--- src/hdl/lsa_pkg.sv ---
// Shared constants and types for the light sensor serial slave and sequencer
package lsa_pkg;
  localparam int CLK_HZ = 200_000_000;
  localparam int CYC_PER_MS = CLK_HZ / 1000;
  localparam int TIMEOUT_MS = 28;
  localparam int ASSESS_MS = 10;
  localparam int INT_SHORT_MS = 100;
  localparam int INT_LONG_MS = 800;
  localparam int OVERHEAD_MS = 3;
  localparam int TIMEOUT_CYC = TIMEOUT_MS * CYC_PER_MS;
  localparam int ASSESS_CYC = ASSESS_MS * CYC_PER_MS;
  localparam int INT_SHORT_CYC = INT_SHORT_MS * CYC_PER_MS;
  localparam int INT_LONG_CYC = INT_LONG_MS * CYC_PER_MS;
  localparam int OVERHEAD_CYC = OVERHEAD_MS * CYC_PER_MS;

  localparam logic [6:0] SLAVE_ADDR = 7'h45;
  localparam logic [7:0] PTR_RESULT = 8'h00;
  localparam logic [7:0] PTR_CONFIG = 8'h01;

  // Configuration word layout
  localparam int CFG_RN_LSB = 12;
  localparam int CFG_CT_BIT = 11;
  localparam int CFG_M_LSB = 9;
  localparam int CFG_OVF_BIT = 8;
  localparam int CFG_CRF_BIT = 7;
  localparam logic [3:0] RN_RESET = 4'hC;
  localparam logic CT_RESET = 1'b1;
  localparam logic [15:0] RESULT_RESET = 16'h0000;

  localparam logic [3:0] RN_AUTO = 4'hC;
  localparam logic [3:0] RANGE_MAX = 4'hB;
  localparam logic [11:0] LOW2_TH = 12'h100;
  localparam logic [11:0] LOW1_TH = 12'h400;
  localparam logic [11:0] HIGH_TH = 12'hC00;

  typedef enum logic [1:0] {
    LSA_M_SHUTDOWN = 2'b00,
    LSA_M_SINGLE = 2'b01,
    LSA_M_CONT = 2'b10,
    LSA_M_CONT2 = 2'b11
  } lsa_mode_t;

  typedef enum logic [2:0] {
    LSA_B_IDLE = 3'b000,
    LSA_B_ADDR = 3'b001,
    LSA_B_AACK = 3'b010,
    LSA_B_WRB = 3'b011,
    LSA_B_WACK = 3'b100,
    LSA_B_RDB = 3'b101,
    LSA_B_RACK = 3'b110
  } lsa_bus_t;

  typedef enum logic [1:0] {
    LSA_S_IDLE = 2'b00,
    LSA_S_ASSESS = 2'b01,
    LSA_S_INTEG = 2'b10,
    LSA_S_FINISH = 2'b11
  } lsa_seq_t;

  // Request to the light front end: start pulse opens a window
  typedef struct packed {
    logic start;
    logic assess;
    logic [3:0] range_sel;
  } lsa_afe_req_t;

  // Front end answer, sampled when the window closes
  typedef struct packed {
    logic overflow;
    logic [11:0] count;
  } lsa_afe_rsp_t;
endpackage

--- src/hdl/lsa_light_sensor.sv ---
// Light sensor two-wire slave with auto-ranging measurement sequencer
//
// Contract
// - Clock line low for the timeout period resets the bus machine.
// - Address byte is seven fixed address bits plus direction; answer only on match.
// - Data falling while clock high is a start; transaction begins.
// - Data rising while clock high is a stop; return to idle.
// - Address bits sampled on clock rising edges; last bit selects read or write.
// - Ninth clock is acknowledge; receiver pulls data low; device acks its address.
// - Data change during clock high is always taken as start or stop.
// - Bytes shift most significant bit first, both directions.
// - Slave works at standard, fast and high speed clock rates.
// - Range select field at auto code enters automatic range selection.
// - Entering auto range runs a short assessment choosing the first range.
// - Low result in auto range lowers range by one or two.
// - High result in auto range raises range by exactly one.
// - Overflow in auto range aborts; aborted result never reaches result register. At maximum range the code stores the result and sets the overflow flag.
// - After overflow below maximum range, step up and restart measurement.
// - Integration runs over one of two selectable periods.
// - Power up in shutdown; no conversion until programmed active.
// - Continuous and single shot modes, selected over the bus.
// - Conversion time select one picks long period, zero short.
// - Result readable a fixed overhead after integration ends.
// - First written byte after write address loads the register pointer.
// - Sixteen bit registers move as two bytes, high byte first.
`timescale 1ns/1ps
module lsa_light_sensor
  import lsa_pkg::*;
#(
  parameter int TIMEOUT_CYCLES = TIMEOUT_CYC,
  parameter int ASSESS_CYCLES = ASSESS_CYC,
  parameter int INT_SHORT_CYCLES = INT_SHORT_CYC,
  parameter int INT_LONG_CYCLES = INT_LONG_CYC,
  parameter int OVERHEAD_CYCLES = OVERHEAD_CYC
) (
  input wire logic clk,
  input wire logic reset_n,
  input wire logic scl_i,
  input wire logic sda_i,
  output logic sda_o,
  output logic sda_oe,
  output lsa_afe_req_t afe_req,
  input wire lsa_afe_rsp_t afe_rsp,
  output logic active
);

  if (TIMEOUT_CYCLES < 2 || ASSESS_CYCLES < 1 || INT_SHORT_CYCLES < 1 ||
      INT_LONG_CYCLES < 1 || OVERHEAD_CYCLES < 1) begin : g_bad
    $error("lsa_light_sensor: cycle counts must be positive");
  end

  typedef struct packed {
    logic [2:0] scl_s;
    logic [2:0] sda_s;
    logic scl_f;
    logic sda_f;
    lsa_bus_t bus;
    logic [3:0] bit_cnt;
    logic [7:0] shift;
    logic [7:0] tx_lo;
    logic rw;
    logic [1:0] byte_idx;
    logic [7:0] ptr;
    logic [7:0] wr_msb;
    logic [31:0] tmo_cnt;
    logic sda_drv;
    logic rd_ack_ok;
    logic [3:0] rn;
    logic ct;
    lsa_mode_t mode;
    logic ovf;
    logic crf;
    logic [15:0] result;
    lsa_seq_t seq;
    logic [31:0] seq_cnt;
    logic [3:0] cur_range;
    logic need_assess;
    logic afe_start;
    logic afe_assess;
    logic [15:0] pend_res;
  } lsa_state_t;

  lsa_state_t st_q;
  lsa_state_t st_d;

  localparam lsa_state_t ST_RESET = '{
    scl_s: 3'h7, sda_s: 3'h7, scl_f: 1'b1, sda_f: 1'b1,
    bus: LSA_B_IDLE, bit_cnt: 4'h0, shift: 8'h00, tx_lo: 8'h00,
    rw: 1'b0, byte_idx: 2'h0, ptr: PTR_RESULT, wr_msb: 8'h00,
    tmo_cnt: 32'h0000_0000, sda_drv: 1'b0, rd_ack_ok: 1'b0,
    rn: RN_RESET, ct: CT_RESET, mode: LSA_M_SHUTDOWN, ovf: 1'b0, crf: 1'b0,
    result: RESULT_RESET, seq: LSA_S_IDLE, seq_cnt: 32'h0000_0000,
    cur_range: RANGE_MAX, need_assess: 1'b1, afe_start: 1'b0,
    afe_assess: 1'b0, pend_res: 16'h0000
  };

  function automatic logic [3:0] msb_pos(input logic [11:0] v);
    logic [3:0] p;
    p = 4'h0;
    for (int i = 0; i < 12; i++) begin
      if (v[i]) begin
        p = 4'(i);
      end
    end
    return p;
  endfunction

  function automatic logic [3:0] manual_range(input logic [3:0] rn);
    return (rn > RANGE_MAX) ? RANGE_MAX : rn;
  endfunction

  logic scl_rise;
  logic scl_fall;
  logic start_cond;
  logic stop_cond;
  logic tmo_hit;
  logic [15:0] cfg_word;
  logic [15:0] tx_word;
  logic [31:0] int_cyc;
  logic auto_mode;
  logic [15:0] wr_word;
  logic cfg_wr;
  logic cfg_rd;
  logic [3:0] nxt_range;

  always_comb begin
    cfg_word = 16'h0000;
    cfg_word[CFG_RN_LSB +: 4] = st_q.rn;
    cfg_word[CFG_CT_BIT] = st_q.ct;
    cfg_word[CFG_M_LSB +: 2] = st_q.mode;
    cfg_word[CFG_OVF_BIT] = st_q.ovf;
    cfg_word[CFG_CRF_BIT] = st_q.crf;
    case (st_q.ptr)
      PTR_RESULT: tx_word = st_q.result;
      PTR_CONFIG: tx_word = cfg_word;
      default: tx_word = 16'h0000;
    endcase
  end

  always_comb begin
    st_d = st_q;
    st_d.afe_start = 1'b0;
    cfg_wr = 1'b0;
    cfg_rd = 1'b0;
    wr_word = {st_q.wr_msb, st_q.shift};
    nxt_range = st_q.cur_range;

    // Three stage sync; a level counts once stages two and three agree
    st_d.scl_s = {st_q.scl_s[1:0], scl_i};
    st_d.sda_s = {st_q.sda_s[1:0], sda_i};
    if (st_q.scl_s[1] == st_q.scl_s[2]) begin
      st_d.scl_f = st_q.scl_s[2];
    end
    if (st_q.sda_s[1] == st_q.sda_s[2]) begin
      st_d.sda_f = st_q.sda_s[2];
    end
    // fast sampling: 200 MHz filter tracks even high speed clock phases
    scl_rise = !st_q.scl_f && st_d.scl_f;
    scl_fall = st_q.scl_f && !st_d.scl_f;
    // any data edge under high clock is a condition
    start_cond = st_q.scl_f && st_d.scl_f && st_q.sda_f && !st_d.sda_f;
    stop_cond = st_q.scl_f && st_d.scl_f && !st_q.sda_f && st_d.sda_f;

    if (st_d.scl_f) begin
      st_d.tmo_cnt = 32'h0000_0000;
    end else if (st_q.tmo_cnt != 32'(TIMEOUT_CYCLES)) begin
      st_d.tmo_cnt = st_q.tmo_cnt + 32'h0000_0001;
    end
    tmo_hit = st_q.tmo_cnt == 32'(TIMEOUT_CYCLES - 1) && !st_d.scl_f;

    if (tmo_hit) begin
      st_d.bus = LSA_B_IDLE;
      st_d.sda_drv = 1'b0;
    end else if (start_cond) begin
      st_d.bus = LSA_B_ADDR;
      st_d.bit_cnt = 4'h0;
      st_d.byte_idx = 2'h0;
      st_d.sda_drv = 1'b0;
    end else if (stop_cond) begin
      st_d.bus = LSA_B_IDLE;
      st_d.sda_drv = 1'b0;
    end else if (scl_rise) begin
      case (st_q.bus)
        // sample on rising clock; shift in high bit first
        LSA_B_ADDR, LSA_B_WRB: begin
          st_d.shift = {st_q.shift[6:0], st_q.sda_f};
          st_d.bit_cnt = st_q.bit_cnt + 4'h1;
        end
        LSA_B_RACK: st_d.rd_ack_ok = !st_q.sda_f;
        default: begin
        end
      endcase
    end else if (scl_fall) begin
      case (st_q.bus)
        LSA_B_ADDR: begin
          if (st_q.bit_cnt == 4'h8) begin
            st_d.bit_cnt = 4'h0;
            if (st_q.shift[7:1] == SLAVE_ADDR) begin
              st_d.bus = LSA_B_AACK;
              st_d.rw = st_q.shift[0];
              st_d.sda_drv = 1'b1;
            end else begin
              st_d.bus = LSA_B_IDLE;
            end
          end
        end
        LSA_B_AACK, LSA_B_RACK: begin
          st_d.sda_drv = 1'b0;
          st_d.bit_cnt = 4'h0;
          if (st_q.bus == LSA_B_RACK && !st_q.rd_ack_ok) begin
            st_d.bus = LSA_B_IDLE;
          end else if (st_q.bus == LSA_B_RACK || st_q.rw) begin
            st_d.bus = LSA_B_RDB;
            st_d.bit_cnt = 4'h1;
            // high byte first, low byte latched with it
            if (st_q.byte_idx == 2'h0) begin
              st_d.shift = tx_word[15:8];
              st_d.tx_lo = tx_word[7:0];
              st_d.byte_idx = 2'h1;
              cfg_rd = st_q.ptr == PTR_CONFIG;
              // pull low for zero bits only
              st_d.sda_drv = !tx_word[15];
            end else begin
              st_d.shift = st_q.tx_lo;
              st_d.byte_idx = 2'h0;
              st_d.sda_drv = !st_q.tx_lo[7];
            end
          end else begin
            st_d.bus = LSA_B_WRB;
          end
        end
        LSA_B_RDB: begin
          if (st_q.bit_cnt == 4'h8) begin
            st_d.bus = LSA_B_RACK;
            st_d.sda_drv = 1'b0;
          end else begin
            st_d.shift = {st_q.shift[6:0], 1'b0};
            st_d.sda_drv = !st_q.shift[6];
            st_d.bit_cnt = st_q.bit_cnt + 4'h1;
          end
        end
        LSA_B_WRB: begin
          if (st_q.bit_cnt == 4'h8) begin
            st_d.bus = LSA_B_WACK;
            st_d.sda_drv = 1'b1;
            case (st_q.byte_idx)
              2'h0: st_d.ptr = st_q.shift;
              2'h1: st_d.wr_msb = st_q.shift;
              default: cfg_wr = st_q.ptr == PTR_CONFIG;
            endcase
            st_d.byte_idx = (st_q.byte_idx == 2'h2) ? 2'h1 : st_q.byte_idx + 2'h1;
          end
        end
        LSA_B_WACK: begin
          st_d.sda_drv = 1'b0;
          st_d.bus = LSA_B_WRB;
          st_d.bit_cnt = 4'h0;
        end
        default: st_d.sda_drv = 1'b0;
      endcase
    end

    // Flags clear on a config read; a completion in the same cycle wins below
    if (cfg_rd) begin
      st_d.ovf = 1'b0;
      st_d.crf = 1'b0;
    end
    if (cfg_wr) begin
      st_d.rn = wr_word[CFG_RN_LSB +: 4];
      st_d.ct = wr_word[CFG_CT_BIT];
      st_d.mode = lsa_mode_t'(wr_word[CFG_M_LSB +: 2]);
      // fresh assessment when auto range is newly chosen
      if (wr_word[CFG_RN_LSB +: 4] == RN_AUTO && st_q.rn != RN_AUTO) begin
        st_d.need_assess = 1'b1;
      end
    end

    auto_mode = st_d.rn == RN_AUTO;
    int_cyc = st_d.ct ? 32'(INT_LONG_CYCLES) : 32'(INT_SHORT_CYCLES);
    if (st_q.seq_cnt != 32'h0000_0000) begin
      st_d.seq_cnt = st_q.seq_cnt - 32'h0000_0001;
    end

    if (st_d.mode == LSA_M_SHUTDOWN) begin
      st_d.seq = LSA_S_IDLE;
    end else begin
      case (st_q.seq)
        // leaves idle only once programmed active
        LSA_S_IDLE: begin
          st_d.afe_start = 1'b1;
          if (auto_mode && st_q.need_assess) begin
            st_d.seq = LSA_S_ASSESS;
            st_d.cur_range = RANGE_MAX;
            st_d.afe_assess = 1'b1;
            st_d.seq_cnt = 32'(ASSESS_CYCLES - 1);
          end else begin
            st_d.seq = LSA_S_INTEG;
            st_d.afe_assess = 1'b0;
            st_d.cur_range = auto_mode ? st_q.cur_range : manual_range(st_d.rn);
            st_d.seq_cnt = int_cyc - 32'h0000_0001;
          end
        end
        LSA_S_ASSESS: begin
          if (st_q.seq_cnt == 32'h0000_0000) begin
            // first full range from assessment level
            st_d.cur_range = afe_rsp.overflow ? RANGE_MAX : msb_pos(afe_rsp.count);
            st_d.need_assess = 1'b0;
            st_d.afe_assess = 1'b0;
            st_d.afe_start = 1'b1;
            st_d.seq = LSA_S_INTEG;
            st_d.seq_cnt = int_cyc - 32'h0000_0001;
          end
        end
        LSA_S_INTEG: begin
          if (st_q.seq_cnt == 32'h0000_0000) begin
            if (afe_rsp.overflow && auto_mode && st_q.cur_range < RANGE_MAX) begin
              st_d.cur_range = st_q.cur_range + 4'h1;
              st_d.afe_start = 1'b1;
              st_d.seq_cnt = int_cyc - 32'h0000_0001;
            end else begin
              st_d.pend_res = {st_q.cur_range, afe_rsp.count};
              if (auto_mode) begin
                // step down by two or one, or up by one on a high count
                if (afe_rsp.count < LOW2_TH && st_q.cur_range > 4'h1) begin
                  nxt_range = st_q.cur_range - 4'h2;
                end else if (afe_rsp.count < LOW1_TH && st_q.cur_range > 4'h0) begin
                  nxt_range = st_q.cur_range - 4'h1;
                end else if (afe_rsp.count >= HIGH_TH && st_q.cur_range < RANGE_MAX) begin
                  nxt_range = st_q.cur_range + 4'h1;
                end
              end
              st_d.cur_range = nxt_range;
              if (afe_rsp.overflow) begin
                st_d.ovf = 1'b1;
              end
              // fixed overhead before data is readable
              st_d.seq = LSA_S_FINISH;
              st_d.seq_cnt = 32'(OVERHEAD_CYCLES - 1);
            end
          end
        end
        LSA_S_FINISH: begin
          if (st_q.seq_cnt == 32'h0000_0000) begin
            st_d.result = st_q.pend_res;
            st_d.crf = 1'b1;
            st_d.seq = LSA_S_IDLE;
            // single shot falls back to shutdown
            if (st_d.mode == LSA_M_SINGLE) begin
              st_d.mode = LSA_M_SHUTDOWN;
            end
          end
        end
        default: st_d.seq = LSA_S_IDLE;
      endcase
    end
  end

  always_ff @(posedge clk or negedge reset_n) begin
    if (!reset_n) begin
      st_q <= ST_RESET;
    end else begin
      st_q <= st_d;
    end
  end

  // open drain: output always low, enable does the work
  assign sda_o = 1'b0;
  assign sda_oe = st_q.sda_drv;
  assign afe_req = '{start: st_q.afe_start, assess: st_q.afe_assess, range_sel: st_q.cur_range};
  assign active = st_q.seq != LSA_S_IDLE;

endmodule

--- config.mk ---
export PLATFORM = sky130hd
export DESIGN_NAME = lsa_light_sensor
export DESIGN_NICKNAME = d
export VERILOG_FILES = /design/src/hdl/lsa_pkg.sv /design/src/hdl/lsa_light_sensor.sv
export SDC_FILE = /design/constraint.sdc
export NUM_CORES = 1
export LEC_CHECK = 0
export ABC_AREA = 1
export BUFFER_PORTS_ARGS = -buffer_cell sky130_fd_sc_hd__buf_2
export CORE_ASPECT_RATIO = 1.5
export CORE_MARGIN = 1
export CORE_UTILIZATION = 65
export DETAILED_ROUTE_END_ITERATION = 7
export PLACE_DENSITY = 0.87
export SYNTH_ARGS = -nofsm -noshare
export SYNTH_HDL_FRONTEND = slang
export SYNTH_SLANG_ARGS = --single-unit
export TNS_END_PERCENT = 20
--- constraint.sdc ---
create_clock -name clk -period 6.5 [get_ports clk]
set_input_delay 1.625 -clock clk [delete_from_list [all_inputs] [get_ports clk]]
set_output_delay 1.625 -clock clk [all_outputs]
set_load 0.03 [all_outputs]
==> metrics.yaml, run 1 <==
outcome:
  status: "finished clean"
place:
  dp_hpwl_um: 19000
  pre_cts_ws_ps: 3000
  gp_congestion: 0.984
  port_buffers: 24
floorplanning:
  row_count: 54
  start_util: 0.667
  die-area_sq_mm: 0.0154
  die_x_um: 102
  core_sq_mm: 0.0145
  ios: 26
  die_height_um: 151
sta:
  fmax_mhz: 274
  setup_viol: 0
  fin_tns_setup_ps: 0
  max_slew_margin: 0.318
  finalMaxSlewViolations: 0
  min_period_ps: 3650
  final.period_utilization: 0.562
  worst_slack_ps: 2850
  fin_hold_ws_ps: 358
  rsz0062_at_grt: "no"
  worst_slew_pin_slew_ps: 1020
  final_hold_viol_count: 0
  skew_ps: 17.2
clock_network:
  cts_setup_buffers: 0
  clk_latency_ps: 440
  holdBufCountCts: 0
  cts_buffer_depth: 2
  clk_pin_slew_worst_paths_ps: 80
  clock_sinks: 165
  cts-resized-gates: 0
  cts_tree: "done"
  cts_max_level: 4
  root_buffer: "clkbuf_16"
  cts_made_buffers: 17
logic_synthesis:
  synth_top_area_share: 0.388
  syn_nets: 1307
  ys_warn_count: 0
  synth_area_leaders: "dfrtp_1 (39%), nand2_1 (10%), inv_1 (7.5%)"
  syn_area_sq_mm: 0.00968
  synth.avg_cell_area_sq_um: 7.60
  synth_flop_cell: "dfrtp_1"
  async_flop_share: 1.00
  ys_seq_area_frac: 0.428
  synth_top_cell_by_area: "dfrtp_1"
  yosysUniqueCellTypes: 64
  ys_seq_elements: 165
  synthCells: 1274
  synth_edf_count: 0
drt:
  final_antenna_net_count: 0
  wirelength_um: 25400
  via_per_inst: 5.83
  vias: 8753
  drt-initial-drc-count: 586
  drc: 0
  routedWlPerCell_um: 16.9
  firstDrtPassIters: 6
worst_setup_path:
  rr_worst_depth: 15
  path_class: "register to register"
  rr_startpoint: "st_q[159]"
  r2r_setup_slack_ps: 2850
  start_kind: "register"
  worstPathRequired_ps: 6810
  r2r-end: "st_q[65]"
  end_kind: "register"
  cp.arrival_ps: 3970
  worstPathMaxFanout: 33
power_and_ir_drop:
  finalPower_uw: 2300
  leakage_uw: 0.00489
  intPower_uw: 1640
  switching_power_uw: 661
  p_per_area_mw_per_mm2: 220
  clkPwrFrac: 0.423
  ir_worst_vdd_v: 0.000176
  comb_power_share: 0.094
  power_frac_seq: 0.483
  p_sw_frac: 0.287
global_route:
  grt_use_total: 0.356
  grt_pass1_vias: 8791
  grt_overflow: 0
  grt_max_degree: 82
  grt_pass1_wl_um: 41400
  antenna_found_initial: 0
flow_run:
  maxCapViolCount: 0
worst_hold_path:
  hp-class: "register to register"
  whs_endpoint: "st_d[162]"
  min_path_cells: 0
  hold_start: "st_d[161]"
finish:
  antennaDiodeCount: 0
  areaGrowthSynthToFinish_pct: 8.24
  drive_above_1_share: 0.109
  nNetsFinal: 1326
-- cell usage after synthesis (3+ instances only) --
cell type and instances:
nand3_2 3, nand3_4 3, o211ai_1 8, nor2_1 140
clkbuf_1 6, o22ai_1 3, a21oi_1 54, nor4_2 3
nor4_1 11, a22oi_1 3, nor2_4 6, or2_2 4
a31oi_1 10, dfstp_2 15, o21ai_1 30, nor2_2 13
xnor2_1 8, nor3_1 28, dfrtp_1 150, buf_4 12
buf_2 5, nand3_1 62, o21ai_0 84, ha_1 16
inv_1 194, nand2_1 267, nand2_2 10, nand4_2 3
o41ai_1 3, a221oi_1 5, o21a_1 8, inv_2 12
xor2_1 21, o31ai_1 4, nand4_1 30
-- layout make-up --
class	count	area (sq um)
multi-input combinational	873	4590
sequential	165	4150
fill	1165	4040
inverter	209	790
clock buffer	18	429
tap	196	245
timing repair buffer	27	149
clock inverter	14	136
-- placed cells by master, fill, tap and decap left out, types with 4 or more instances in the layout --
| cell | netlist | routed |
|---|---|---|
| nand2_1 | 267 | 267 |
| inv_1 | 194 | 194 |
| dfrtp_1 | 150 | 150 |
| nor2_1 | 140 | 140 |
| o21ai_0 | 84 | 84 |
| nand3_1 | 62 | 62 |
| a21oi_1 | 54 | 54 |
| o21ai_1 | 30 | 30 |
| nand4_1 | 30 | 30 |
| nor3_1 | 28 | 28 |
| buf_2 | 5 | 23 |
| xor2_1 | 21 | 21 |
| clkbuf_16 | 0 | 17 |
| ha_1 | 16 | 16 |
| dfstp_2 | 15 | 15 |
| nor2_2 | 13 | 13 |
| inv_2 | 12 | 12 |
| nor4_1 | 11 | 11 |
| nand2_2 | 10 | 10 |
| a31oi_1 | 10 | 10 |
| o21a_1 | 8 | 8 |
| inv_6 | 1 | 8 |
| xnor2_1 | 8 | 8 |
| o211ai_1 | 8 | 8 |
| nor2_4 | 6 | 6 |
| a221oi_1 | 5 | 5 |
| or2_2 | 4 | 4 |
| o31ai_1 | 4 | 4 |
-- sequential cells by signal, summed over array words and instances (netlist names) --
signal,count
st_d,4
afe_req,6
sda_oe,1
st_q,145
cfg_word,9
-- per-layer routing --
layer | global-route usage | share of wire
met1 | 0.362 | 0.36
met2 | 0.660 | 0.54
met3 | 0.0514 | 0.038
met4 | 0.243 | 0.065
met5 | 0 | 0
-- stage by stage --
step,cells,utilization,area (sq um)
final,1502,0.722,10500
after CTS,1502,0.722,10500
after floorplan,1274,-,9680
after detailed placement,1470,0.683,9920
after global routing,1502,0.722,10500
after global placement,1470,0.683,9920
-- worst max path at each step --
| stage | start | endpoint | slack (ps) | cells after the start |
|---|---|---|---|---|
| after floorplan | st_q[159] | st_q[13] | 3480 | 17 |
| final | st_q[159] | st_q[65] | 2850 | 15 |
| after global routing | st_q[159] | st_q[65] | 2570 | 15 |
| after detailed placement | st_q[159] | st_q[65] | 3000 | 16 |
| after CTS | st_q[56] | active | 2890 | 3 |
| after global placement | st_q[159] | st_q[60] | 3170 | 15 |
-- cell families (layout without fill, tap and decap cells) --
logic type,count (synthesis),after routing,share of synthesized area
other,1,1,0.000387
buffers and inverters,236,268,0.0982
adders and majority gates,16,16,0.0207
DFF,165,165,0.428
xor gates and xnor gates,29,29,0.0262
and+or+nand+nor,599,599,0.291
AOI/OAI and AO/OA,228,228,0.135
-- worst max-delay path: stages (launching register included) --
cell and delay, ps:
dfstp_2 550, inv_1 50, nand2_1 60, o21ai_1 80
inv_1 390, ha_1 300, nand4_2 200, inv_1 170
nor2_2 90, nand4_4 180, nand2_1 110, nand2_4 120
nor2_8 60, inv_6 100, nand4_2 540, o21ai_0 510
-- power groups by stage --
stage	combinational [uW]	clock, uW	sequential [uW]
finish	216	975	1110
global placement	209	0	1130
global route	243	1030	1120
detailed placement	215	0	1130
CTS	216	983	1110
floorplan	136	0	1120
(Power assumes the default switching activity.)
==> run 2: changes to the inputs <==
--- a/config.mk
+++ b/config.mk
@@ -9,9 +9,9 @@
 export BUFFER_PORTS_ARGS = -buffer_cell sky130_fd_sc_hd__buf_2
 export CORE_ASPECT_RATIO = 1.5
 export CORE_MARGIN = 1
-export CORE_UTILIZATION = 65
+export CORE_UTILIZATION = 63
 export DETAILED_ROUTE_END_ITERATION = 7
-export PLACE_DENSITY = 0.87
+export PLACE_DENSITY = 0.84
 export SYNTH_ARGS = -nofsm -noshare
 export SYNTH_HDL_FRONTEND = slang
 export SYNTH_SLANG_ARGS = --single-unit
==> constraint.sdc (replaced) <==
create_clock -name clk -period 3.4 [get_ports clk]
set_input_delay 0.85 -clock clk [delete_from_list [all_inputs] [get_ports clk]]
set_output_delay 0.85 -clock clk [all_outputs]
set_load 0.03 [all_outputs]
==> metrics.yaml, run 2 (synthesis gave the netlist of run 1 again) <==
outcome:
  status: "finished clean"
finish:
  drive_above_1_share: 0.116
  nNetsFinal: 1336
  regMostFlops: "st_q"
  largest_register_ffs: 145
  layout_common_cells: "nand2_1 (267), inv_1 (194), dfrtp_1 (150)"
  final_common_cell: "nand2_1"
  antennaDiodeCount: 0
  areaGrowthSynthToFinish_pct: 10.4
sta:
  worst_slack_ps: 383
  fin_tns_setup_ps: 0
  fin_hold_ws_ps: 357
  final.period_utilization: 0.887
  rsz0062_at_grt: "no"
  setup_viol: 0
  max_slew_margin: 0.427
  skew_ps: 9.23
  worst_slew_pin_slew_ps: 855
  finalMaxSlewViolations: 0
  min_period_ps: 3020
  final_hold_viol_count: 0
  fmax_mhz: 331
worst_setup_path:
  start_kind: "register"
  path_class: "register to register"
  slowest_delay_ps: 380
  worstPathRequired_ps: 3710
  crit_top_cell: "nand2_1"
  cp_cell_sequence: "inv_1, nand2_1, o21ai_1, buf_4, ha_1, inv_1, nor2_2, inv_1, nor2_2, nand4_1, nand2_1, nand2_1, nand2_2, inv_2, nand3_4, nand3_4, nand2_1, o21ai_1"
  crit_buf_inv: 5
  critPathTopFamily: "simple AND/OR/NAND/NOR gates"
  end_kind: "register"
  worstPathMaxFanout: 33
  slowest_stage: "dfstp_2"
  cp.arrival_ps: 3330
drt:
  routedWlPerCell_um: 16.7
  final_antenna_net_count: 0
  firstDrtPassIters: 5
  via_per_inst: 5.77
  drt-initial-drc-count: 494
  drc: 0
  wirelength_um: 25400
  vias: 8740
place:
  pre_cts_ws_ps: 278
  gp_congestion: 1.02
  dp_hpwl_um: 18700
  port_buffers: 24
flow_run:
  maxCapViolCount: 0
clock_network:
  cts_max_level: 4
  root_buffer: "clkbuf_16"
  cts_buffer_depth: 2
  cts_made_buffers: 17
  clk_pin_slew_worst_paths_ps: 70
  clock_sinks: 165
  clk_latency_ps: 440
  cts_tree: "done"
  cts_setup_buffers: 0
floorplanning:
  start_util: 0.643
  ios: 26
  die-area_sq_mm: 0.0159
  die_x_um: 103
  core_sq_mm: 0.0151
  row_count: 55
  die_height_um: 154
worst_hold_path:
  hp-class: "register to register"
global_route:
  grt_max_degree: 80
  grt_pass1_wl_um: 41300
  grt_use_total: 0.344
  grt_overflow: 0
  grt_pass1_vias: 8693
  antenna_found_initial: 0
power_and_ir_drop:
  p_per_area_mw_per_mm2: 447
  leakage_uw: 0.00498
  ir_worst_vdd_v: 0.000271
## run 2: changes by cell type in the layout (fill, tap and decap cells not counted), sizes merged
cell / previous run / this run
buf: 27 / 37
bufinv: 0 / 6
clkinv: 8 / 4
inv: 215 / 211
clkinvlp: 0 / 2
## run 2: repair_timing
item | in CTS | in global routing
resized for setup | 0 | 1
hold buffers | 0 | 0
setup endpoints to repair | 0 | 17
## run 2: report_power, final
part	internal (uW)	switching (uW)
Combinational	130	313
Clock	1390	823
Sequential	2050	75.4
Total	3570	1210
## run 2: layout make-up
type / count / area, sq um
tap: 199 / 249
clock inverter: 14 / 246
timing repair buffer: 37 / 236
inverter: 209 / 790
clock buffer: 18 / 429
multi-input combinational: 873 / 4590
sequential: 165 / 4150
fill: 1171 / 4380
## run 2: per-stage QoR
stage | std cells | util | cell area, sq um | total power (uW)
final | 1515 | 0.709 | 10700 | 4780
after global placement | 1483 | 0.664 | 10000 | 2580
after floorplan | 1274 | - | 9680 | 2410
after CTS | 1515 | 0.709 | 10700 | 4790
after global routing | 1515 | 0.709 | 10700 | 4940
after detailed placement | 1483 | 0.664 | 10000 | 2590
## run 2: final timing paths
path | start | to | slack, ps | depth (start not counted)
worst max-delay path | st_q[159] | st_q[5] | 380 | 18
worst min-delay path | st_d[161] | st_d[162] | 360 | 0
worst max register to register | st_q[159] | st_q[5] | 380 | 18
worst min register to register | st_d[161] | st_d[162] | 360 | 0
max in group asynchronous | reset_n | st_q[28] | 2080 | 2
min in group asynchronous | reset_n | st_q[90] | 440 | 1
## run 2: worst reg2reg max path, delay by kind of cell (launching register included)
kind,cells,cell delay [ps]
and+or+nand+nor,10,1530
AOI/OAI and AO/OA,2,190
adders and majority gates,1,230
buffers and inverters,5,570
DFF,1,380
## run 2: metal layers
layer  vias to the layer above  share of wire  GRT usage
met2                       309           0.52      0.599
li1                       4202              -          -
met4                         0          0.071      0.262
met3                       132          0.046     0.0827
met5                         -              0          0
met1                      4097           0.36      0.344
==> run 3: changes to the inputs <==
==> constraint.sdc (replaced) <==
create_clock -name clk -period 3.4 [get_ports clk]
set_input_delay 1.02 -clock clk [delete_from_list [all_inputs] [get_ports clk]]
set_output_delay 1.02 -clock clk [all_outputs]
set_load 0.03 [all_outputs]
==> metrics.yaml, run 3 (synthesis gave the netlist of run 1 again) <==
worst_setup_path:
  cp.arrival_ps: 3310
  path_class: "register to register"
  worstPathRequired_ps: 3730
  end_kind: "register"
  start_kind: "register"
  critPathTopFamily: "simple AND/OR/NAND/NOR gates"
  cp_cell_sequence: "inv_1, nand2_1, o21ai_1, buf_4, ha_1, inv_1, nor2_2, nand3_2, nor2_4, nand4_4, inv_2, nand2_1, nand2_2, nor2_8, inv_6, nand2_8, nor2_8, nand3_1, nand2_1, nand2_1"
  crit_top_cell: "nand2_1"
  slowest_stage: "dfstp_2"
  slowest_delay_ps: 380
  worstPathMaxFanout: 23
  crit_buf_inv: 5
power_and_ir_drop:
  power_frac_seq: 0.470
  intPower_uw: 3280
  ir_worst_vdd_v: 0.000289
  comb_power_share: 0.097
  p_sw_frac: 0.275
  leakage_uw: 0.00495
  clkPwrFrac: 0.433
  p_per_area_mw_per_mm2: 426
  switching_power_uw: 1240
sta:
  max_slew_margin: 0.451
  final.period_utilization: 0.875
  finalMaxSlewViolations: 0
  min_period_ps: 2980
  fmax_mhz: 336
  fin_hold_ws_ps: 356
  worst_slew_pin_slew_ps: 818
  rsz0062_at_grt: "no"
  fin_tns_setup_ps: 0
  final_hold_viol_count: 0
  skew_ps: 8.98
  setup_viol: 0
global_route:
  grt_pass1_vias: 8818
  met2_usage: 0.611
  antenna_found_initial: 0
  top_usage_layer: "met2"
  use_met3: 0.0705
  grt_pass1_wl_um: 41600
  grt_max_degree: 68
  grt_use_met1: 0.350
  grt_use_total: 0.346
  grt_overflow: 0
finish:
  regMostFlops: "st_q"
  largest_register_ffs: 145
  areaGrowthSynthToFinish_pct: 9.57
  antennaDiodeCount: 0
  layout_common_cells: "nand2_1 (267), inv_1 (194), dfrtp_1 (150)"
  final_common_cell: "nand2_1"
  nNetsFinal: 1336
  drive_above_1_share: 0.117
clock_network:
  root_buffer: "clkbuf_16"
  cts_max_level: 4
  cts_buffer_depth: 2
  cts_tree: "done"
  clock_sinks: 165
  cts_made_buffers: 17
  holdBufCountCts: 0
  clk_pin_slew_worst_paths_ps: 70
  clk_latency_ps: 440
floorplanning:
  start_util: 0.643
  ios: 26
  row_count: 55
  die-area_sq_mm: 0.0159
  die_x_um: 103
  core_sq_mm: 0.0151
  die_height_um: 154
drt:
  firstDrtPassIters: 8
  final_antenna_net_count: 0
  vias: 8778
  routedWlPerCell_um: 16.7
  drt-initial-drc-count: 502
  wirelength_um: 25400
  drc: 0
  via_per_inst: 5.79
place:
  dp_hpwl_um: 18800
  gp_congestion: 1.02
  port_buffers: 24
worst_hold_path:
  hp-class: "register to register"
flow_run:
  maxCapViolCount: 0
outcome:
  status: "finished clean"
[run 3: final timing paths]
| path | startpoint | end | slack (ps) | cells past startpoint |
|---|---|---|---|---|
| setup reg to reg | st_q[159] | afe_req[2] | 420 | 20 |
| hold reg to reg | st_d[161] | st_d[162] | 360 | 0 |
| min in group asynchronous | reset_n | st_q[93] | 560 | 1 |
| max in group asynchronous | reset_n | st_q[158] | 2020 | 2 |
| setup / recovery | st_q[159] | afe_req[2] | 420 | 20 |
| hold / removal | st_d[161] | st_d[162] | 360 | 0 |
[run 3: worst reg2reg max path, stage by stage, from the launching register on]
cell     delay, ps
dfstp_2        380
inv_1           70
nand2_1         50
o21ai_1        100
buf_4          290
ha_1           230
inv_1           70
nor2_2         140
nand3_2        100
nor2_4         140
nand4_4        170
inv_2          110
nand2_1         60
nand2_2        110
nor2_8          60
inv_6          100
nand2_8         90
nor2_8         240
nand3_1        210
nand2_1        100
nand2_1         50
[run 3: layout make-up]
cell class,count,area [sq um]
sequential,165,4150
tap,199,249
clock buffer,17,425
clock inverter,15,170
inverter,209,790
timing repair buffer,37,236
fill,1209,4460
multi-input combinational,873,4590
[run 3: power groups by stage]
stage / combinational [uW] / sequential [uW] / clock, uW
2_1_floorplan: 259 / 2150 / 0
4_1_cts: 440 / 2120 / 1980
6_report: 437 / 2130 / 1960
5_1_grt: 494 / 2140 / 2070
3_5_place_dp: 437 / 2160 / 0
3_3_place_gp: 427 / 2160 / 0
[run 3: per-layer routing]
layer,part of all wire,up-vias
li1,-,4206
met1,0.35,4116
met2,0.53,328
met3,0.048,128
met4,0.076,0
met5,0,-
[run 3: through the flow]
| stage | util | power, uW | area, sq um | worst slack (ps) | std cells |
|---|---|---|---|---|---|
| 2_1_floorplan | - | 2410 | 9680 | 384 | 1274 |
| 3_3_place_gp | 0.664 | 2580 | 10000 | 408 | 1483 |
| 3_5_place_dp | 0.664 | 2600 | 10000 | 302 | 1483 |
| 4_1_cts | 0.704 | 4540 | 10600 | 255 | 1515 |
| 5_1_grt | 0.704 | 4700 | 10600 | 129 | 1515 |
| 6_report | 0.704 | 4520 | 10600 | 424 | 1515 |
[run 3: repair_timing]
action | 4_1_cts | 5_1_grt
buffers inserted | 0 | 0
hold endpoints to repair | 0 | 0
endpoints found under the setup margin | 0 | 17
gates resized for setup | 0 | 1
